File: config.mk
export PLATFORM = sky130hd
export DESIGN_NAME = timer16_capture
export DESIGN_NICKNAME = d
export VERILOG_FILES = /design/src/shared/timer16_pkg.sv /design/src/rtl/timer16_capture.sv
export SDC_FILE = /design/constraint.sdc
export NUM_CORES = 1
export LEC_CHECK = 0
export ABC_CLOCK_PERIOD_IN_PS = 2420
export BUFFER_PORTS_ARGS = -buffer_cell sky130_fd_sc_hd__buf_2
export CAP_MARGIN = 30
export CELL_PAD_IN_SITES_DETAIL_PLACEMENT = 1
export CELL_PAD_IN_SITES_GLOBAL_PLACEMENT = 2
export CORE_MARGIN = 2
export CORE_UTILIZATION = 34
export CTS_BUF_LIST = sky130_fd_sc_hd__clkbuf_2
export DETAILED_ROUTE_END_ITERATION = 10
export PLACE_DENSITY_LB_ADDON = 0.1
export SETUP_SLACK_MARGIN = 0.02
export SLEW_MARGIN = 0
export SYNTH_ARGS = -nofsm -noshare
export SYNTH_HDL_FRONTEND = slang
export SYNTH_SLANG_ARGS = --single-unit
File: constraint.sdc
create_clock -name SYS_CLK -period 2.42 [get_ports SYS_CLK]
set_clock_uncertainty 0.05 [all_clocks]
set_input_delay 0.121 -clock SYS_CLK [delete_from_list [all_inputs] [get_ports SYS_CLK]]
set_output_delay 0.121 -clock SYS_CLK [all_outputs]
set_load 0.1 [all_outputs]
File: src/shared/timer16_pkg.sv
package timer16_pkg;
  // register indices (byte address = index * 4); word offsets chosen for this block
  localparam logic [3:0] IDX_CTRL_TWO = 4'h0;
  localparam logic [3:0] IDX_CTRL_ONE = 4'h1;
  localparam logic [3:0] IDX_STATUS = 4'h2;
  localparam logic [3:0] IDX_CAP1_HI = 4'h4;
  localparam logic [3:0] IDX_CAP1_LO = 4'h5;
  localparam logic [3:0] IDX_COUNT_HI = 4'h8;
  localparam logic [3:0] IDX_COUNT_LO = 4'h9;
  localparam logic [3:0] IDX_ALT_HI = 4'hA;
  localparam logic [3:0] IDX_ALT_LO = 4'hB;
  localparam logic [3:0] IDX_CAP2_HI = 4'hC;
  localparam logic [3:0] IDX_CAP2_LO = 4'hD;
  // control one fields
  localparam int CR1_CAP_IE = 7;
  localparam int CR1_OVF_IE = 5;
  localparam int CR1_EDGE1 = 1;
  // control two fields
  localparam int CR2_OPM = 4;
  localparam int CR2_PWM = 3;
  localparam int CR2_CLK_HI = 3;
  localparam int CR2_CLK_LO = 2;
  localparam int CR2_EDGE2 = 1;
  localparam int CR2_EXT_EDGE = 0;
  // status fields
  localparam int SR_CAP1 = 7;
  localparam int SR_OVF = 5;
  localparam int SR_CAP2 = 4;
  localparam logic [15:0] COUNT_RESET = 16'hFFFC;
  localparam logic [15:0] COUNT_TOP = 16'hFFFF;
  localparam logic [7:0] CTRL_RESET = 8'h00;
  localparam logic [1:0] CLK_DIV2 = 2'h0;
  localparam logic [1:0] CLK_DIV4 = 2'h1;
  localparam logic [1:0] CLK_DIV8 = 2'h2;
  localparam logic [1:0] CLK_EXT = 2'h3;
  localparam int EXT_MIN_GAP = 4;
endpackage : timer16_pkg

File: src/rtl/timer16_capture.sv
// Functional notes
// 16-bit up-counter, prescaler 2/4/8 or external
// reset and low-byte writes reload FFFCh
// internal period 131072/262144/524288 cycles
// external clock only when both bits set
// edge select for external clock, synchronous
// external edges at least four cycles apart
// alternate view never clears overflow flag
// high-byte read freezes low byte copy
// software reads high byte before low
// overflow flag set on FFFF to 0000
// overflow irq while flag, enable, mask clear
// overflow clears by status read then low access
// runs in wait, stops in halt
// capture edge copies counter, sets flag
// per-channel capture edge select bit
// shared capture irq enable for both channels
// capture flag clears by status then low access
// high read blocks capture until low read
// opm/pwm leaves only channel two capture; code also drops channel one with /8 or external clock (CR2_PWM is clock bit 3)
// capture pins always feed capture logic
// unbonded timer input reads as one
// flash variant removes capture channel two
// byte registers, side effects on access cycle
//
// Implementation choices: the register offsets and register access over APB.
`timescale 1ns/1ns
module timer16_capture #(
  parameter bit CH2_PRESENT = 1'b1,
  parameter bit EXT_BONDED = 1'b1,
  parameter bit CAP1_BONDED = 1'b1,
  parameter bit CAP2_BONDED = 1'b1
) (
  input wire logic SYS_CLK,
  input wire logic RST_N,
  input wire logic CLK_EN,
  input wire logic HALT,
  input wire logic CPU_IRQ_MASK,
  input wire logic PSEL,
  input wire logic PENABLE,
  input wire logic PWRITE,
  input wire logic [7:0] PADDR,
  input wire logic [31:0] PWDATA,
  output logic [31:0] PRDATA,
  output logic PREADY,
  output logic PSLVERR,
  input wire logic EXT_CLOCK_PIN,
  input wire logic CAPTURE_PIN_ONE,
  input wire logic CAPTURE_PIN_TWO,
  output logic OVF_IRQ,
  output logic CAP_IRQ
);
  import timer16_pkg::*;

  // ==========================================================
  // bus decode
  logic [7:0] ctrl_one_ff, ctrl_two_ff;
  logic [15:0] count_ff, cap1_ff, cap2_ff;
  logic [7:0] lo_copy_ff;
  logic frozen_ff;
  logic ovf_ff, cap1_flag_ff, cap2_flag_ff;
  logic ovf_armed_ff, cap1_armed_ff, cap2_armed_ff;
  logic cap1_block_ff, cap2_block_ff;
  logic ext_prev_ff, cap1_prev_ff, cap2_prev_ff;
  logic [2:0] pre_ff;
  logic pready_ff;
  logic [31:0] prdata_ff;
  logic ovf_irq_ff, cap_irq_ff;

  wire setup = PSEL && !PENABLE;
  wire acc = PSEL && PENABLE && CLK_EN;
  wire [3:0] idx = PADDR[5:2];
  wire aligned = PADDR[1:0] == 2'h0 && PADDR[7:6] == 2'h0;
  wire rd = acc && !PWRITE;
  wire wr = acc && PWRITE;
  wire hit_cr1 = aligned && idx == IDX_CTRL_ONE;
  wire hit_cr2 = aligned && idx == IDX_CTRL_TWO;
  wire hit_sr = aligned && idx == IDX_STATUS;
  wire hit_chi = aligned && idx == IDX_COUNT_HI;
  wire hit_clo = aligned && idx == IDX_COUNT_LO;
  wire hit_ahi = aligned && idx == IDX_ALT_HI;
  wire hit_alo = aligned && idx == IDX_ALT_LO;
  wire hit_c1h = aligned && idx == IDX_CAP1_HI;
  wire hit_c1l = aligned && idx == IDX_CAP1_LO;
  wire hit_c2h = aligned && idx == IDX_CAP2_HI && CH2_PRESENT;
  wire hit_c2l = aligned && idx == IDX_CAP2_LO && CH2_PRESENT;
  wire mapped = hit_cr1 | hit_cr2 | hit_sr | hit_chi | hit_clo | hit_ahi | hit_alo
              | hit_c1h | hit_c1l | hit_c2h | hit_c2l;

  // ==========================================================
  // prescaler and external clock
  wire [1:0] clk_sel = ctrl_two_ff[CR2_CLK_HI:CR2_CLK_LO];
  wire ext_sel = clk_sel == CLK_EXT;
  wire ext_in = EXT_BONDED ? EXT_CLOCK_PIN : 1'b1;
  wire cap1_in = CAP1_BONDED ? CAPTURE_PIN_ONE : 1'b1;
  wire cap2_in = CAP2_BONDED ? CAPTURE_PIN_TWO : 1'b1;
  // edges detected on sampled pins; the partner keeps edges >= 4 cycles apart
  wire ext_edge = ctrl_two_ff[CR2_EXT_EDGE] ? (ext_in && !ext_prev_ff)
                                           : (!ext_in && ext_prev_ff);
  wire [2:0] pre_mask = clk_sel == CLK_DIV2 ? 3'h1 : clk_sel == CLK_DIV4 ? 3'h3 : 3'h7;
  wire pre_wrap = (pre_ff & pre_mask) == pre_mask;
  // halt freezes the count; wait has no effect here
  wire run = !HALT;
  wire tick = run && (ext_sel ? ext_edge : pre_wrap);
  wire reload = wr && (hit_clo || hit_alo);
  wire rollover = tick && !reload && count_ff == COUNT_TOP;
  wire [15:0] nxt_count = reload ? COUNT_RESET : tick ? count_ff + 16'h0001 : count_ff;
  wire [2:0] nxt_pre = (run && !ext_sel) ? pre_ff + 3'h1 : pre_ff;

  // ==========================================================
  // capture
  wire pwm_opm = ctrl_two_ff[CR2_OPM] || ctrl_two_ff[CR2_PWM];
  wire cap1_edge = ctrl_one_ff[CR1_EDGE1] ? (cap1_in && !cap1_prev_ff)
                                         : (!cap1_in && cap1_prev_ff);
  wire cap2_edge = ctrl_two_ff[CR2_EDGE2] ? (cap2_in && !cap2_prev_ff)
                                         : (!cap2_in && cap2_prev_ff);
  wire cap1_take = cap1_edge && !cap1_block_ff && !pwm_opm;
  wire cap2_take = cap2_edge && !cap2_block_ff && CH2_PRESENT;
  wire rd_sr = rd && hit_sr;
  // a status read arms the clear of each flag that is set at that time
  wire ovf_clr = ovf_armed_ff && acc && hit_clo;
  wire cap1_clr = cap1_armed_ff && acc && hit_c1l;
  wire cap2_clr = cap2_armed_ff && acc && hit_c2l;
  // set wins over clear
  wire nxt_ovf = rollover | (ovf_ff & ~ovf_clr);
  wire nxt_cap1_flag = cap1_take | (cap1_flag_ff & ~cap1_clr);
  wire nxt_cap2_flag = cap2_take | (cap2_flag_ff & ~cap2_clr);
  wire [7:0] status = {cap1_flag_ff, 1'b0, ovf_ff, cap2_flag_ff, 4'h0};

  // ==========================================================
  // read data
  wire hi_rd = rd && (hit_chi || hit_ahi);
  wire lo_rd = rd && (hit_clo || hit_alo);
  wire [7:0] lo_view = frozen_ff ? lo_copy_ff : count_ff[7:0];
  wire [7:0] rbyte = hit_cr1 ? ctrl_one_ff : hit_cr2 ? ctrl_two_ff : hit_sr ? status :
    (hit_chi || hit_ahi) ? count_ff[15:8] : (hit_clo || hit_alo) ? lo_view :
    hit_c1h ? cap1_ff[15:8] : hit_c1l ? cap1_ff[7:0] :
    hit_c2h ? cap2_ff[15:8] : hit_c2l ? cap2_ff[7:0] : 8'h00;

  always_ff @(posedge SYS_CLK) begin
    if (!RST_N) begin
      count_ff <= COUNT_RESET;
      pre_ff <= 3'h0;
      ctrl_one_ff <= CTRL_RESET;
      ctrl_two_ff <= CTRL_RESET;
      ext_prev_ff <= 1'b1;
      cap1_prev_ff <= 1'b1;
      cap2_prev_ff <= 1'b1;
    end else if (CLK_EN) begin
      count_ff <= nxt_count;
      pre_ff <= reload ? 3'h0 : nxt_pre;
      ext_prev_ff <= ext_in;
      cap1_prev_ff <= cap1_in;
      cap2_prev_ff <= cap2_in;
      if (wr && hit_cr1) begin
        ctrl_one_ff <= PWDATA[7:0];
      end
      if (wr && hit_cr2) begin
        ctrl_two_ff <= PWDATA[7:0];
      end
    end
  end

  always_ff @(posedge SYS_CLK) begin
    if (!RST_N) begin
      ovf_ff <= 1'b0;
      cap1_flag_ff <= 1'b0;
      cap2_flag_ff <= 1'b0;
      ovf_armed_ff <= 1'b0;
      cap1_armed_ff <= 1'b0;
      cap2_armed_ff <= 1'b0;
    end else if (CLK_EN) begin
      ovf_ff <= nxt_ovf;
      cap1_flag_ff <= nxt_cap1_flag;
      cap2_flag_ff <= nxt_cap2_flag;
      ovf_armed_ff <= rd_sr ? ovf_ff : (ovf_armed_ff && !ovf_clr);
      cap1_armed_ff <= rd_sr ? cap1_flag_ff : (cap1_armed_ff && !cap1_clr);
      cap2_armed_ff <= rd_sr ? cap2_flag_ff : (cap2_armed_ff && !cap2_clr);
    end
  end

  always_ff @(posedge SYS_CLK) begin
    if (!RST_N) begin
      cap1_ff <= 16'h0000;
      cap2_ff <= 16'h0000;
      cap1_block_ff <= 1'b0;
      cap2_block_ff <= 1'b0;
      frozen_ff <= 1'b0;
      lo_copy_ff <= 8'h00;
    end else if (CLK_EN) begin
      if (cap1_take) begin
        cap1_ff <= count_ff;
      end
      if (cap2_take) begin
        cap2_ff <= count_ff;
      end
      if (rd && hit_c1h) begin
        cap1_block_ff <= 1'b1;
      end else if (rd && hit_c1l) begin
        cap1_block_ff <= 1'b0;
      end
      if (rd && hit_c2h) begin
        cap2_block_ff <= 1'b1;
      end else if (rd && hit_c2l) begin
        cap2_block_ff <= 1'b0;
      end
      if (hi_rd && !frozen_ff) begin
        frozen_ff <= 1'b1;
        lo_copy_ff <= count_ff[7:0];
      end else if (lo_rd) begin
        frozen_ff <= 1'b0;
      end
    end
  end

  // ==========================================================
  // bus answer and interrupt outputs
  always_ff @(posedge SYS_CLK) begin
    if (!RST_N) begin
      pready_ff <= 1'b0;
      prdata_ff <= 32'h0000_0000;
      ovf_irq_ff <= 1'b0;
      cap_irq_ff <= 1'b0;
    end else if (CLK_EN) begin
      // answer is registered during setup, so access phase completes in one cycle
      pready_ff <= setup;
      if (setup) begin
        prdata_ff <= {24'h000000, rbyte};
      end
      ovf_irq_ff <= nxt_ovf && ctrl_one_ff[CR1_OVF_IE] && !CPU_IRQ_MASK;
      cap_irq_ff <= (nxt_cap1_flag || nxt_cap2_flag)
                    && ctrl_one_ff[CR1_CAP_IE] && !CPU_IRQ_MASK;
    end
  end

  // unmapped reads return zero without error
  assign PREADY = pready_ff;
  assign PRDATA = prdata_ff;
  assign PSLVERR = 1'b0;
  assign OVF_IRQ = ovf_irq_ff;
  assign CAP_IRQ = cap_irq_ff;

  wire unused_ok = mapped | ^PWDATA[31:8];

  // ==========================================================
  // checks
  a_reload_value: assert property (@(posedge SYS_CLK) disable iff (!RST_N)
    reload && CLK_EN |=> count_ff == COUNT_RESET) else $error("reload not FFFC");
  a_ovf_sets: assert property (@(posedge SYS_CLK) disable iff (!RST_N)
    rollover && CLK_EN |=> ovf_ff) else $error("overflow flag not set");
  a_alt_no_clear: assert property (@(posedge SYS_CLK) disable iff (!RST_N)
    ovf_ff && acc && hit_alo && !hit_clo |=> ovf_ff) else $error("alt read cleared flag");
  a_halt_stops: assert property (@(posedge SYS_CLK) disable iff (!RST_N)
    HALT && !reload |=> $stable(count_ff)) else $error("count moved in halt");
  a_cap_latch: assert property (@(posedge SYS_CLK) disable iff (!RST_N)
    cap2_take && CLK_EN |=> cap2_ff == $past(count_ff) && cap2_flag_ff)
    else $error("capture two not latched");
  a_cap_blocked: assert property (@(posedge SYS_CLK) disable iff (!RST_N)
    cap1_block_ff |=> $stable(cap1_ff)) else $error("capture during block");
  a_opm_no_cap1: assert property (@(posedge SYS_CLK) disable iff (!RST_N)
    pwm_opm |-> !cap1_take) else $error("channel one captured in pwm");
  a_irq_masked: assert property (@(posedge SYS_CLK) disable iff (!RST_N)
    CPU_IRQ_MASK && CLK_EN |=> !OVF_IRQ && !CAP_IRQ) else $error("irq while masked");
  a_ext_only: assert property (@(posedge SYS_CLK) disable iff (!RST_N)
    !ext_sel && !pre_wrap |-> !tick) else $error("tick without prescaler");
  a_freeze_lo: assert property (@(posedge SYS_CLK) disable iff (!RST_N)
    frozen_ff && !lo_rd && CLK_EN |=> frozen_ff && $stable(lo_copy_ff))
    else $error("low copy changed");
endmodule : timer16_capture

======== Word-level counts from Yosys, hierarchy flattened ========
Cells that the tools add are included.
W data, S select, Z words.
word-level totals
  register bits after elaboration ......... 98
  word-level logic and storage cells ...... 175
operators by class
  add/sub/neg operators ................... 2
  equal/unequal tests ..................... 14
  muxes and demuxes ....................... 29
  bitwise logic cells ..................... 10
  reduce and logical (&&, ||, !) cells .... 97
operator list
  operator                 count
  $mux W8                  10
  $logic_and A1 B1 Y1      54
  $mux W16                 2
  $eq A4 B4 Y1 const B     6
  $reduce_and A2 Y1        11
  $logic_not A1 Y1         19
  $add A16 B1 Y16 const B  1
  $eq A16 B16 Y1 const B   1
  $mux W1                  13
  $mux W3                  4
  $reduce_bool A2 Y1       5
  $eq A4 B3 Y1 const B     2
  $logic_not A2 Y1         3
  $eq A4 B1 Y1 const B     1
  $eq A4 B2 Y1 const B     1
  $logic_not A4 Y1         1
  $logic_or A1 B1 Y1       4
  $add A3 B1 Y3 const B    1
  $and A1 B1 Y1            3
  $and A3 B3 Y3            1
  $eq A3 B3 Y1             1
  $not A1 Y1               3
  $or A1 B1 Y1             3
  $eq A2 B1 Y1 const B     1
  $eq A2 B2 Y1 const B     1

======== Logic depth before layout (Yosys ltp) ========
Gate-level depths: netlist of the first run.
  depth after elaboration ................. 12
  gate-level depth with buffers ........... 8
  depth with buffers taken out ............ 6

======== Worst setup path after synthesis of the first run ========
OpenSTA, ideal clock, no wires.
  kind .................................... reg-to-reg
  start ................................... register ctrl_one_ff[1]
  end ..................................... register cap1_ff[10]
  arrival ................................. 1.730 ns
  data required time ...................... 2.242 ns
  slack ................................... 0.513 ns
  stages on the path, launching flop included .. 7
  period minus slack after synthesis ...... 1.907 ns
  cell sequence ........................... dfxtp_1 -> or3b_2 -> a2111oi_4 -> nand2_4 -> buf_6 -> mux2i_1 -> nor2_1
on the way
  word-level cells in the longest chain between the ends .. 4
ends and longest elaborated chain
  item                                RTL line                RTL
  start, declared                     timer16_capture.sv:57   logic [7:0] ctrl_one_ff, ctrl_two_ff;
  start signal, assigned              timer16_capture.sv:156  ctrl_one_ff <= PWDATA[7:0];
  $mux W1                             timer16_capture.sv:113  wire cap1_edge = ctrl_one_ff[CR1_EDGE1] ? (cap1_in && !cap1_prev_ff)
  $logic_and A1 B1 Y1 (2 in a row)    timer16_capture.sv:117  wire cap1_take = cap1_edge && !cap1_block_ff && !pwm_opm;
  $reduce_and A2 Y1 (no source line)  -
  end signal, assigned                timer16_capture.sv:192  cap1_ff <= count_ff;
  end, declared                       timer16_capture.sv:58   logic [15:0] count_ff, cap1_ff, cap2_ff;
Every way passes these cells.
A chain may end at the register's enable or synchronous reset.

======== Worst setup path after layout of the first run ========
  start ................................... input PADDR[1]
  end ..................................... register ctrl_one_ff[7]
on the way
  word-level cells in the longest chain between the ends .. 5
ends and longest elaborated chain
  item                                RTL line                RTL
  start, declared                     timer16_capture.sv:42   input wire logic [7:0] PADDR,
  $logic_not A2 Y1                    timer16_capture.sv:73   wire aligned = PADDR[1:0] == 2'h0 && PADDR[7:6] == 2'h0;
  $logic_and A1 B1 Y1                 timer16_capture.sv:73
  $logic_and A1 B1 Y1                 timer16_capture.sv:76   wire hit_cr1 = aligned && idx == IDX_CTRL_ONE;
  $logic_and A1 B1 Y1                 timer16_capture.sv:155  if (wr && hit_cr1) begin
  $reduce_and A2 Y1 (no source line)  -
Every way passes these cells.

==> key figures, run 1 <==
Critical path
  – CP Capture Type: flip-flop
  – Most numerous cell on the critical path: dlygate4sd3_1
  – CP peak stage delay: 0.57 ns
  – Worst path top cell family by delay: buffers and inverters
  – CP Data Arrival Time: 2.85 ns
  – Worst path required time: 2.95 ns
  – R2R Path Start: ctrl_one_ff[1]
  – Capturing point of the worst reg2reg path: cap1_ff[13]
  – Crit path max-delay cell type: dlygate4sd3_1
  – Buf/Inv on CP: 4
  – CP max FO: 8
  – Worst Reg-to-Reg Cells: 5
  – Worst-path cell chain: dlygate4sd3_1 -> buf_2 -> nor4_4 -> buf_4 -> and3_1 -> and2_1 -> nand2_1 -> a21oi_1 -> dlygate4sd3_1
  – R2r setup slk: 0.25 ns
  – Setup crit start kind: input port
  – Critical path class: input port to flip-flop

Global routing
  – GRT Util Overall: 0.204
  – GRT overflow: 0
  – Antenna violations before repair: 0
  – Vias in the first global route: 4727
  – Global-route wire length before repair: 25600 um
  – Largest net degree at the start of global routing: 50

Layout
  – Fillers: 1746
  – Final #Nets: 727
  – # diodes: 0
  – Multi-input gate area: 0.00282 mm^2
  – Register area: 0.00196 mm^2
  – Area growth from synthesis to layout: 14.5%
  – Layout Cells excl Fill: 863
  – Fin util: 0.401
  – Share of layout cells above drive strength 1: 0.138

Pwr
  – Leakage power: 2.44 nW
  – Power after layout: 0.00304 W
  – VDD IR max: 345 uV
  – Pwr dens: 520 mW/mm^2

Floorplanning
  – Starting Density: 0.350
  – Die W: 127 um
  – # IOs: 87
  – Core Region: 0.0146 mm^2
  – Die area: 0.0160 mm^2
  – Die H: 127 um
  – Num rows: 44

Yosys
  – Sequential share of the synthesized area: 0.384
  – Synth area leader: dfxtp_1
  – Synth top area share: 0.384
  – Ys flop type: dfxtp_1
  – Netlist cell types: 61
  – Post-synth EDFFs: 0
  – Most common library cells after synthesis: 98 x dfxtp_1, 72 x nor2_1, 63 x nand2_1, 56 x mux2i_1, 45 x a21oi_1
  – Top-count cell post-synth: dfxtp_1
  – Synth Cell Area: 0.00510 mm^2
  – Mapped Avg Cell Area: 8.31 um^2
  – Synth top area cells: dfxtp_1 38%, mux2i_1 11%, nor2_1 5.3%, nand2_1 4.6%, a21oi_1 4.4%
  – Synth Instances: 614
  – Warnings, synthesis: 0
  – Seq cells post-synth: 98
  – FFs w/ async S/R, synth: 0

Hold path
  – Hold path endpoint: cap1_block_ff
  – Hold path start: PADDR[3]
  – Hold Path Cell Cnt: 5
  – Worst hold path class: input port to flip-flop

Timing
  – Final hold viol count: 0
  – Final setup viols: 0
  – Tmin final: 2.31 ns
  – Tcrit/Tclk final: 0.956
  – Final Slew Violations: 0
  – Slew @ Worst Pin: 0.673 ns
  – Slew HR: 0.551
  – RSZ-0062 raised after global routing: false
  – PnR worst setup slack: 0.106 ns
  – Setup TNS: 0 ns
  – Fmax achieved: 432 MHz

Clocking
  – CTS tree: built
  – CTS Sinks: 98
  – Clock root buffer master: clkbuf_2
  – Htree depth: 3
  – Clock transition at path regs: 0.29 ns
  – Longest Clk Path Bufs: 2
  – CTS buffer count: 9
  – Post-CTS setup buffer count: 0
  – Worst-skew pair later-pin latency: 0.61 ns

Routing
  – Final WL: 16000 um
  – Post-route ant nets: 0
  – Drt via density: 5.32
  – Vias: 4595
  – Detailed-route DRC error count: 0
  – Wirelength per Cell: 18.6 um
  – Drt first pass iters: 4
  – Initial detailed-routing violation count: 261

Placed design
  – IO buf count: 37
  – Routability Congestion: 0.762
  – Post-DP HPWL: 11400 um
  – Worst slack, placed: 0.243 ns
  – Placed cells: 814

Run
  – Max Cap Viol: 0

Outcome
  – Status: completed
-- layout make-up --
cell class,instances,share of cell area
Sequential cell,98,0.336
Inverter,8,0.00514
Multi-Input combinational cell,463,0.482
Tap cell,184,0.0394
Timing Repair Buffer,94,0.119
Clock buffer,11,0.00942
Clock inverter,5,0.00899
-- where the power goes --
group | internal (W) | switching [W]
sequential | 0.00166 | 0.0000262
combinational | 0.000149 | 0.000368
clock | 0.000244 | 0.000590
-- flip-flops by register name, indices dropped and copies added (netlist names), 3 cells and up --
register     cells
count_ff        16
pre_ff           3
ctrl_one_ff      8
lo_copy_ff       8
PRDATA           8
cap1_ff         16
cap2_ff         16
ctrl_two_ff      8
-- cell usage in the layout, fill, tap and decap left out, types with 4 or more instances in the layout --
cell,Yosys,routed
a21oi_1,45,45
o22ai_1,5,5
dlygate4sd3_1,0,33
nor4b_1,4,4
nand2_1,63,63
o21ai_0,26,26
or4_1,4,4
and3_1,7,7
nor4_1,5,5
and4_1,7,6
nor2b_1,5,5
buf_2,7,37
or3_1,7,7
conb_1,1,25
nand3b_1,10,10
mux2i_1,56,56
nand4_1,5,5
a211oi_1,13,13
buf_4,25,24
nand2b_1,7,7
clkbuf_2,0,11
nand3_1,29,29
o31ai_1,4,4
a31oi_1,12,12
dfxtp_1,98,98
nor2_1,72,72
inv_1,8,7
-- worst min-delay path, cell delays in order --
cell and delay (ns):
buf_2 0.14, buf_4 0.22, nor4_1 0.10, nor2_1 0.08
a211oi_1 0.05
-- repair_timing --
action | 4_1_cts | 5_1_grt
setup endpoints to repair | 0 | 1
gates resized for setup | 0 | 1
hold buffers | 33 | 0
endpoints found under the hold margin | 41 | 0
-- per-layer routing --
| metal | global-route usage | vias up | wire length [um] |
|---|---|---|---|
| met2 | 0.343 | 69 | 7690 |
| met3 | 0.0447 | 10 | 494 |
| met5 | 0 | - | 0 |
| li1 | - | 2258 | - |
| met1 | 0.263 | 2258 | 7610 |
| met4 | 0.0582 | 0 | 238 |
-- per-stage QoR --
step	hold WS (ns)	area, um^2
detailed placement	0.328	5410
floorplan	0.200	5190
global placement	0.311	5410
finish	0.0581	5850
global route	0.0109	5850
CTS	0.00466	5840
-- kinds of logic after synthesis --
kind of cell | after synthesis | share of synthesized area
and+or+nand+nor | 249 | 0.252
AOI/OAI and AO/OA | 127 | 0.157
DFF | 98 | 0.384
buffers and inverters | 77 | 0.0811
muxes | 58 | 0.116
adders and majority gates | 2 | 0.00490
xor gates and xnor gates | 2 | 0.00343
other | 1 | 0.000735
-- worst max path at each step --
stage                   start              to  slack [ns]  depth (start not counted)
2_1_floorplan  ctrl_one_ff[1]     cap1_ff[10]        0.51                          6
3_3_place_gp         PADDR[1]         CAP_IRQ        0.24                          6
3_5_place_dp         PADDR[5]  ctrl_two_ff[3]        0.24                          7
4_1_cts                CLK_EN  ctrl_one_ff[7]        0.12                          7
5_1_grt              PADDR[1]  ctrl_one_ff[7]        0.03                          9
6_report             PADDR[1]  ctrl_one_ff[7]        0.11                          9
Note: power is estimated with default switching activity, not from simulation.
==> run 2, diff against run 1 <==
- ABC_CLOCK_PERIOD_IN_PS: 2420 -> 2200
- clock period: 2.42 -> 2.2 ns (I/O delays scaled with it)
==> run 2 against run 1 <==
  * Final cell count increased by 1.5%
  * Flip-flop and latch count unchanged
  * Critical endpoint is now OVF_IRQ
  * Register-to-register slack got worse by 0.07 ns
==> key figures, run 2 (synthesis results as in run 1) <==
Pwr
  – Pwr dens: 581 mW/mm^2 (+12%)
  – Switch share: 0.316 (-0.00761)
  – Fraction of power consumed by the clock network: 0.297 (+0.023)
  – Sequential share of power: 0.534 (-0.022)
  – Sw Pwr: 0.00110 W (+12%)
  – Gate power share: 0.169 (about the same)
  – Leakage power: 2.50 nW (+2.4%)
  – Internal Power: 0.00238 W (+16%)
  – VDD IR max: 255 uV (-26%)

Layout
  – Final #Nets: 740 (+1.8%)
  – Multi-input gate area: 0.00282 mm^2 (about the same)
  – Share of layout cells above drive strength 1: 0.153 (+0.0147)
  – Area growth from synthesis to layout: 17.3%
  – # diodes: 0 (unchanged)
  – Largest registers: cap1_ff (16), cap2_ff (16), count_ff (16)
  – Most frequent cells in the layout: 98 x dfxtp_1, 72 x nor2_1, 63 x nand2_1
  – Register area: 0.00196 mm^2 (unchanged)
  – Layout Cells excl Fill: 876 (+1.5%)
  – Fin util: 0.410 (+0.00978)
  – Leading cell type in the layout, fill and taps excluded: dfxtp_1
  – Fillers: 1756 (+0.57%)

Placed design
  – Routability Congestion: 0.725 (-4.9%)
  – Post-DP HPWL: 11600 um (+1.8%)
  – Worst slack, placed: 0.0866 ns (-0.156 ns)
  – IO buf count: 37 (unchanged)
  – Placed cells: 825 (+1.4%)

Routing
  – Vias: 4630 (+0.76%)
  – Post-route ant nets: 0 (unchanged)
  – Final WL: 16100 um (+0.19%)
  – Initial detailed-routing violation count: 215 (-18%)
  – Wirelength per Cell: 18.3 um (-1.3%)
  – Drt via density: 5.29 (-0.73%)
  – Drt first pass iters: 4 (unchanged)
  – Detailed-route DRC error count: 0 (unchanged)

Hold path
  – Worst hold path class: input port to flip-flop

Timing
  – Tcrit/Tclk final: 0.941
  – Slew HR: 0.500 (-0.0506)
  – Final setup viols: 0 (unchanged)
  – RSZ-0062 raised after global routing: false
  – Fmax achieved: 483 MHz
  – Final hold viol count: 0 (unchanged)
  – Setup TNS: 0 ns (unchanged)
  – Final Slew Violations: 0 (unchanged)
  – PnR worst setup slack: 0.129 ns (+0.0229 ns)
  – Tmin final: 2.07 ns
  – Slew @ Worst Pin: 0.750 ns (+0.0769 ns)

Global routing
  – GRT Util Overall: 0.207 (+0.00349)
  – Vias in the first global route: 4866 (+2.9%)
  – Largest net degree at the start of global routing: 68 (+36%)
  – Global-route wire length before repair: 26100 um (+1.9%)
  – GRT overflow: 0 (unchanged)
  – Antenna violations before repair: 0 (unchanged)

Clocking
  – CTS tree: built
  – # resized after CTS: 0 (unchanged)
  – Worst-skew pair later-pin latency: 0.62 ns (about the same)
  – CTS buffer count: 9 (unchanged)
  – Htree depth: 3 (unchanged)
  – Clock transition at path regs: 0.27 ns (-0.02 ns)
  – Longest Clk Path Bufs: 2 (unchanged)
  – CTS Sinks: 98 (unchanged)
  – Clock root buffer master: clkbuf_2

Critical path
  – CP max FO: 9 (+1)
  – CP Data Arrival Time: 2.55 ns (-0.30 ns)
  – Crit path max-delay cell type: or4_4
  – Critical path class: input port to flip-flop
  – Worst path required time: 2.68 ns (-0.27 ns)
  – CP peak stage delay: 0.62 ns (+0.05 ns)
  – Worst-path cell chain: dlygate4sd3_1 -> buf_2 -> or4_4 -> or3_1 -> o21a_1 -> a31oi_1 -> o21ai_0
  – CP Capture Type: flip-flop
  – Setup crit start kind: input port

Floorplanning
  – Die area: 0.0160 mm^2 (unchanged)
  – Die W: 127 um (unchanged)
  – # IOs: 87 (unchanged)
  – Core Region: 0.0146 mm^2 (unchanged)
  – Starting Density: 0.350 (unchanged)
  – Num rows: 44 (unchanged)
  – Die H: 127 um (unchanged)

Outcome
  – Status: completed

Run
  – Max Cap Viol: 0 (unchanged)
[run 2: cell count changes in the layout (fill, tap and decap cells not counted), sizes merged]
cell / change
clkbuf: -2
buf: +12
dlygate4sd3: +1
inv: -1
clkinvlp: +2
bufinv: +1
[run 2: critical path: cells and delay by family]
| kind | cells | cell delay [ns] |
|---|---|---|
| simple gates | 2 | 1.14 |
| compound gates | 3 | 0.60 |
| buf+inv | 2 | 0.68 |
[run 2: area by class of cell]
type	count	share of cell area
flip-flops and latches	98	0.328
clock inverters	7	0.0157
repair buffers	107	0.135
inverters	8	0.00501
clock buffers	9	0.00752
well taps	184	0.0384
multi-input cells	463	0.471
[run 2: final timing paths]
check | start | endpoint | slack (ns) | cells after the start
hold reg to reg | ctrl_one_ff[4] | ctrl_one_ff[4] | 0.43 | 2
hold / removal | PWDATA[7] | ctrl_one_ff[7] | 0.22 | 4
setup / recovery | PADDR[1] | OVF_IRQ | 0.13 | 7
setup reg to reg | cap1_prev_ff | cap1_ff[14] | 0.18 | 6
[run 2: what timing repair did]
| action | CTS | global route |
|---|---|---|
| hold buffers | 34 | 0 |
| endpoints found under the setup margin | 0 | 13 |
| hold endpoints to repair | 56 | 0 |
| setup buffers | 0 | 1 |
[run 2: power by group through the flow]
stage / clock network, W / logic, W / registers (W)
floorplan: 0 / 0.000446 / 0.00189
global placement: 0 / 0.000529 / 0.00189
detailed placement: 0 / 0.000538 / 0.00189
CTS: 0.00109 / 0.000586 / 0.00186
global route: 0.00114 / 0.000632 / 0.00187
finish: 0.00104 / 0.000588 / 0.00186
[run 2: per-layer routing]
layer	up-vias	track usage	wire (um)
li1	2288	-	-
met4	0	0.0679	263
met2	48	0.349	7700
met3	17	0.0270	378
met5	-	0	0
met1	2277	0.274	7720
[run 2: stage by stage]
step / hold slack (ns) / area (um^2) / total power [W]
after global routing: 0.166 / 5990 / 0.00364
after global placement: 0.302 / 5490 / 0.00242
after detailed placement: 0.313 / 5490 / 0.00243
after floorplan: 0.189 / 5190 / 0.00233
final: 0.216 / 5990 / 0.00348
after CTS: 0.142 / 5970 / 0.00354
==> run 3, diff against run 2 <==
--- a/config.mk
+++ b/config.mk
@@ -9,3 +9,3 @@
 export BUFFER_PORTS_ARGS = -buffer_cell sky130_fd_sc_hd__buf_2
-export CAP_MARGIN = 30
+export CAP_MARGIN = 20
 export CELL_PAD_IN_SITES_DETAIL_PLACEMENT = 1
==> constraint.sdc (replaced) <==
create_clock -name SYS_CLK -period 2.2 [get_ports SYS_CLK]
set_clock_uncertainty 0.05 [all_clocks]
set_input_delay 0.55 -clock SYS_CLK [delete_from_list [all_inputs] [get_ports SYS_CLK]]
set_output_delay 0.55 -clock SYS_CLK [all_outputs]
set_load 0.01 [all_outputs]
==> run 3 against run 2 <==
  * Utilization decreased by 0.60 points
  * Total power decreased by 12%
  * Worst setup slack better by 0.033 ns
  * Sequential power about the same
  * Worst hold slack worse by 0.12 ns
  * Sequential share of layout area rose by 0.49 points
==> key figures, run 3 (synthesis results as in run 1) <==
Outcome
  – Status: completed

Clocking
  – CTS Hold Bufs: 0 (-100%)
  – CTS buffer count: 9 (unchanged)
  – Longest Clk Path Bufs: 2 (unchanged)
  – CTS tree: built
  – Htree depth: 3 (unchanged)
  – Post-CTS setup buffer count: 0 (unchanged)
  – Clock root buffer master: clkbuf_2
  – CTS Sinks: 98 (unchanged)
  – # resized after CTS: 0 (unchanged)
  – Worst-skew pair later-pin latency: 0.61 ns (about the same)
  – Clock transition at path regs: 0.28 ns (about the same)

Global routing
  – Antenna violations before repair: 0 (unchanged)
  – GRT overflow: 0 (unchanged)
  – Vias in the first global route: 4553 (-6.4%)
  – Largest net degree at the start of global routing: 68 (unchanged)
  – GRT Util Overall: 0.201 (-0.00657)
  – GRT met2 Usage: 0.329 (-0.0204)
  – GR peak layer: met2
  – Met1 GRT Util: 0.276 (+0.00128)
  – GR Util met3: 0.0396 (+0.0127)
  – Global-route wire length before repair: 25200 um (-3.7%)

Placed design
  – Routability Congestion: 0.798 (+10%)
  – Worst slack, placed: -0.291 ns (-0.377 ns)
  – Post-DP HPWL: 12100 um (+3.6%)
  – IO buf count: 37 (unchanged)
  – Post-placement cell area: 0.00581 mm^2 (+5.8%)

Layout
  – Area growth from synthesis to layout: 15.6%
  – Share of layout cells above drive strength 1: 0.202 (+0.0488)
  – Largest registers: cap1_ff (16), cap2_ff (16), count_ff (16)
  – # diodes: 0 (unchanged)
  – Design area: 0.00590 mm^2 (-1.5%)
  – Final #Nets: 741 (+0.14%)
  – Most frequent cells in the layout: 98 x dfxtp_1, 72 x nor2_1, 67 x buf_4
  – Leading cell type in the layout, fill and taps excluded: dfxtp_1

Floorplanning
  – Core Region: 0.0146 mm^2 (unchanged)
  – Die area: 0.0160 mm^2 (unchanged)
  – Num rows: 44 (unchanged)
  – Die W: 127 um (unchanged)
  – Starting Density: 0.350 (unchanged)
  – Die H: 127 um (unchanged)
  – # IOs: 87 (unchanged)

Routing
  – Wirelength per Cell: 18.1 um (-1.2%)
  – Final WL: 15900 um (-1.0%)
  – Drt first pass iters: 5 (+1)
  – Vias: 4664 (+0.73%)
  – Initial detailed-routing violation count: 242 (+13%)
  – Post-route ant nets: 0 (unchanged)
  – Detailed-route DRC error count: 0 (unchanged)
  – Drt via density: 5.32 (+0.62%)

Pwr
  – VDD IR max: 285 uV (+12%)
  – Gate power share: 0.133 (-0.036)
  – Fraction of power consumed by the clock network: 0.264 (-0.033)
  – Sequential share of power: 0.603 (+0.069)
  – Internal Power: 0.00216 W (-9.4%)
  – Leakage power: 2.52 nW (+0.92%)
  – Pwr dens: 522 mW/mm^2 (-10%)
  – Sw Pwr: 0.000924 W (-16%)
  – Switch share: 0.300 (-0.0163)

Critical path
  – CP max FO: 17 (+8)
  – CP Data Arrival Time: 2.51 ns (-0.04 ns)
  – R2r setup slk: 0.16 ns (-0.02 ns)
  – Worst-path cell chain: or3b_2 -> a2111oi_4 -> nand2_4 -> buf_12 -> mux2i_1 -> nor2_1
  – Worst path required time: 2.67 ns (about the same)
  – Buf/Inv on CP: 1 (-1)
  – CP peak stage delay: 0.51 ns (-0.11 ns)
  – Worst path top cell family by delay: simple AND/OR/NAND/NOR gates
  – Setup crit start kind: flip-flop
  – CP Capture Type: flip-flop
  – Critical path class: flip-flop to flip-flop
  – Crit path max-delay cell type: or3b_2

Timing
  – Slew @ Worst Pin: 0.741 ns (-0.00864 ns)
  – RSZ-0062 raised after global routing: false
  – Tmin final: 2.04 ns (-0.0329 ns)
  – Slew HR: 0.506 (+0.00576)
  – Tcrit/Tclk final: 0.926 (-0.0150)
  – Final Slew Violations: 0 (unchanged)
  – Final setup viols: 0 (unchanged)
  – Final hold viol count: 0 (unchanged)
  – PnR worst setup slack: 0.162 ns (+0.0329 ns)
  – Fmax achieved: 491 MHz (+1.6%)

Run
  – Max Cap Viol: 0 (unchanged)

Hold path
  – Worst hold path class: input port to flip-flop
run 3: cell types whose count changed in the layout (fill, tap and decap cells not counted):
cell / previous run / this run
buf_12: 1 / 4
clkinv_2: 2 / 1
clkbuf_2: 9 / 10
buf_4: 35 / 67
bufinv_16: 2 / 0
inv_6: 0 / 1
dlygate4sd3_1: 34 / 0
clkinv_1: 0 / 1
run 3: layout make-up:
type	count	area [um^2]
clock buffer	10	50.0
clock inverter	6	41.3
fill	1776	8690
inverter	8	30.0
multi-input combinational	463	2820
sequential	98	1960
tap	184	230
timing repair buffer	108	768
run 3: routing by layer:
layer  up-vias  routed length, um
li1       2288                  -
met1      2303               7420
met2        62               7750
met3        11                570
met4         0                161
met5         -                  0
run 3: path summary, 6_finish.rpt:
| kind | start | depth (start not counted) | endpoint |
|---|---|---|---|
| worst max-delay path | ctrl_one_ff[1] | 6 | cap1_ff[2] |
| worst min-delay path | PWDATA[7] | 3 | ctrl_one_ff[7] |
| worst max register to register | ctrl_one_ff[1] | 6 | cap1_ff[2] |
| worst min register to register | ctrl_two_ff[5] | 2 | ctrl_two_ff[5] |
run 3: worst reg2reg max path, delay by kind of cell (launching register included):
| family | cells | cell delay (ns) |
|---|---|---|
| AO/OA/AOI/OAI | 1 | 0.46 |
| multiplexers | 1 | 0.20 |
| buffers and inverters | 1 | 0.17 |
| flip-flops | 1 | 0.42 |
| AND/OR/NAND/NOR | 3 | 0.65 |
run 3: power by group through the flow:
| stage | logic (W) | registers (W) | clock network (W) |
|---|---|---|---|
| floorplan | 0.000278 | 0.00188 | 0 |
| global placement | 0.000403 | 0.00189 | 0 |
| detailed placement | 0.000413 | 0.00189 | 0 |
| CTS | 0.000414 | 0.00186 | 0.000853 |
| global route | 0.000451 | 0.00187 | 0.000937 |
| finish | 0.000411 | 0.00186 | 0.000812 |
run 3: metrics by stage:
step	instances	utilization	hold slack (ns)	TNS, ns	total power (W)
floorplan	638	-	0.377	0	0.00216
global placement	861	0.398	0.401	-8.02	0.00229
detailed placement	861	0.398	0.402	-9.37	0.00230
CTS	877	0.404	0.0387	0	0.00313
global route	877	0.404	0.0150	0	0.00326
finish	877	0.404	0.0956	0	0.00308
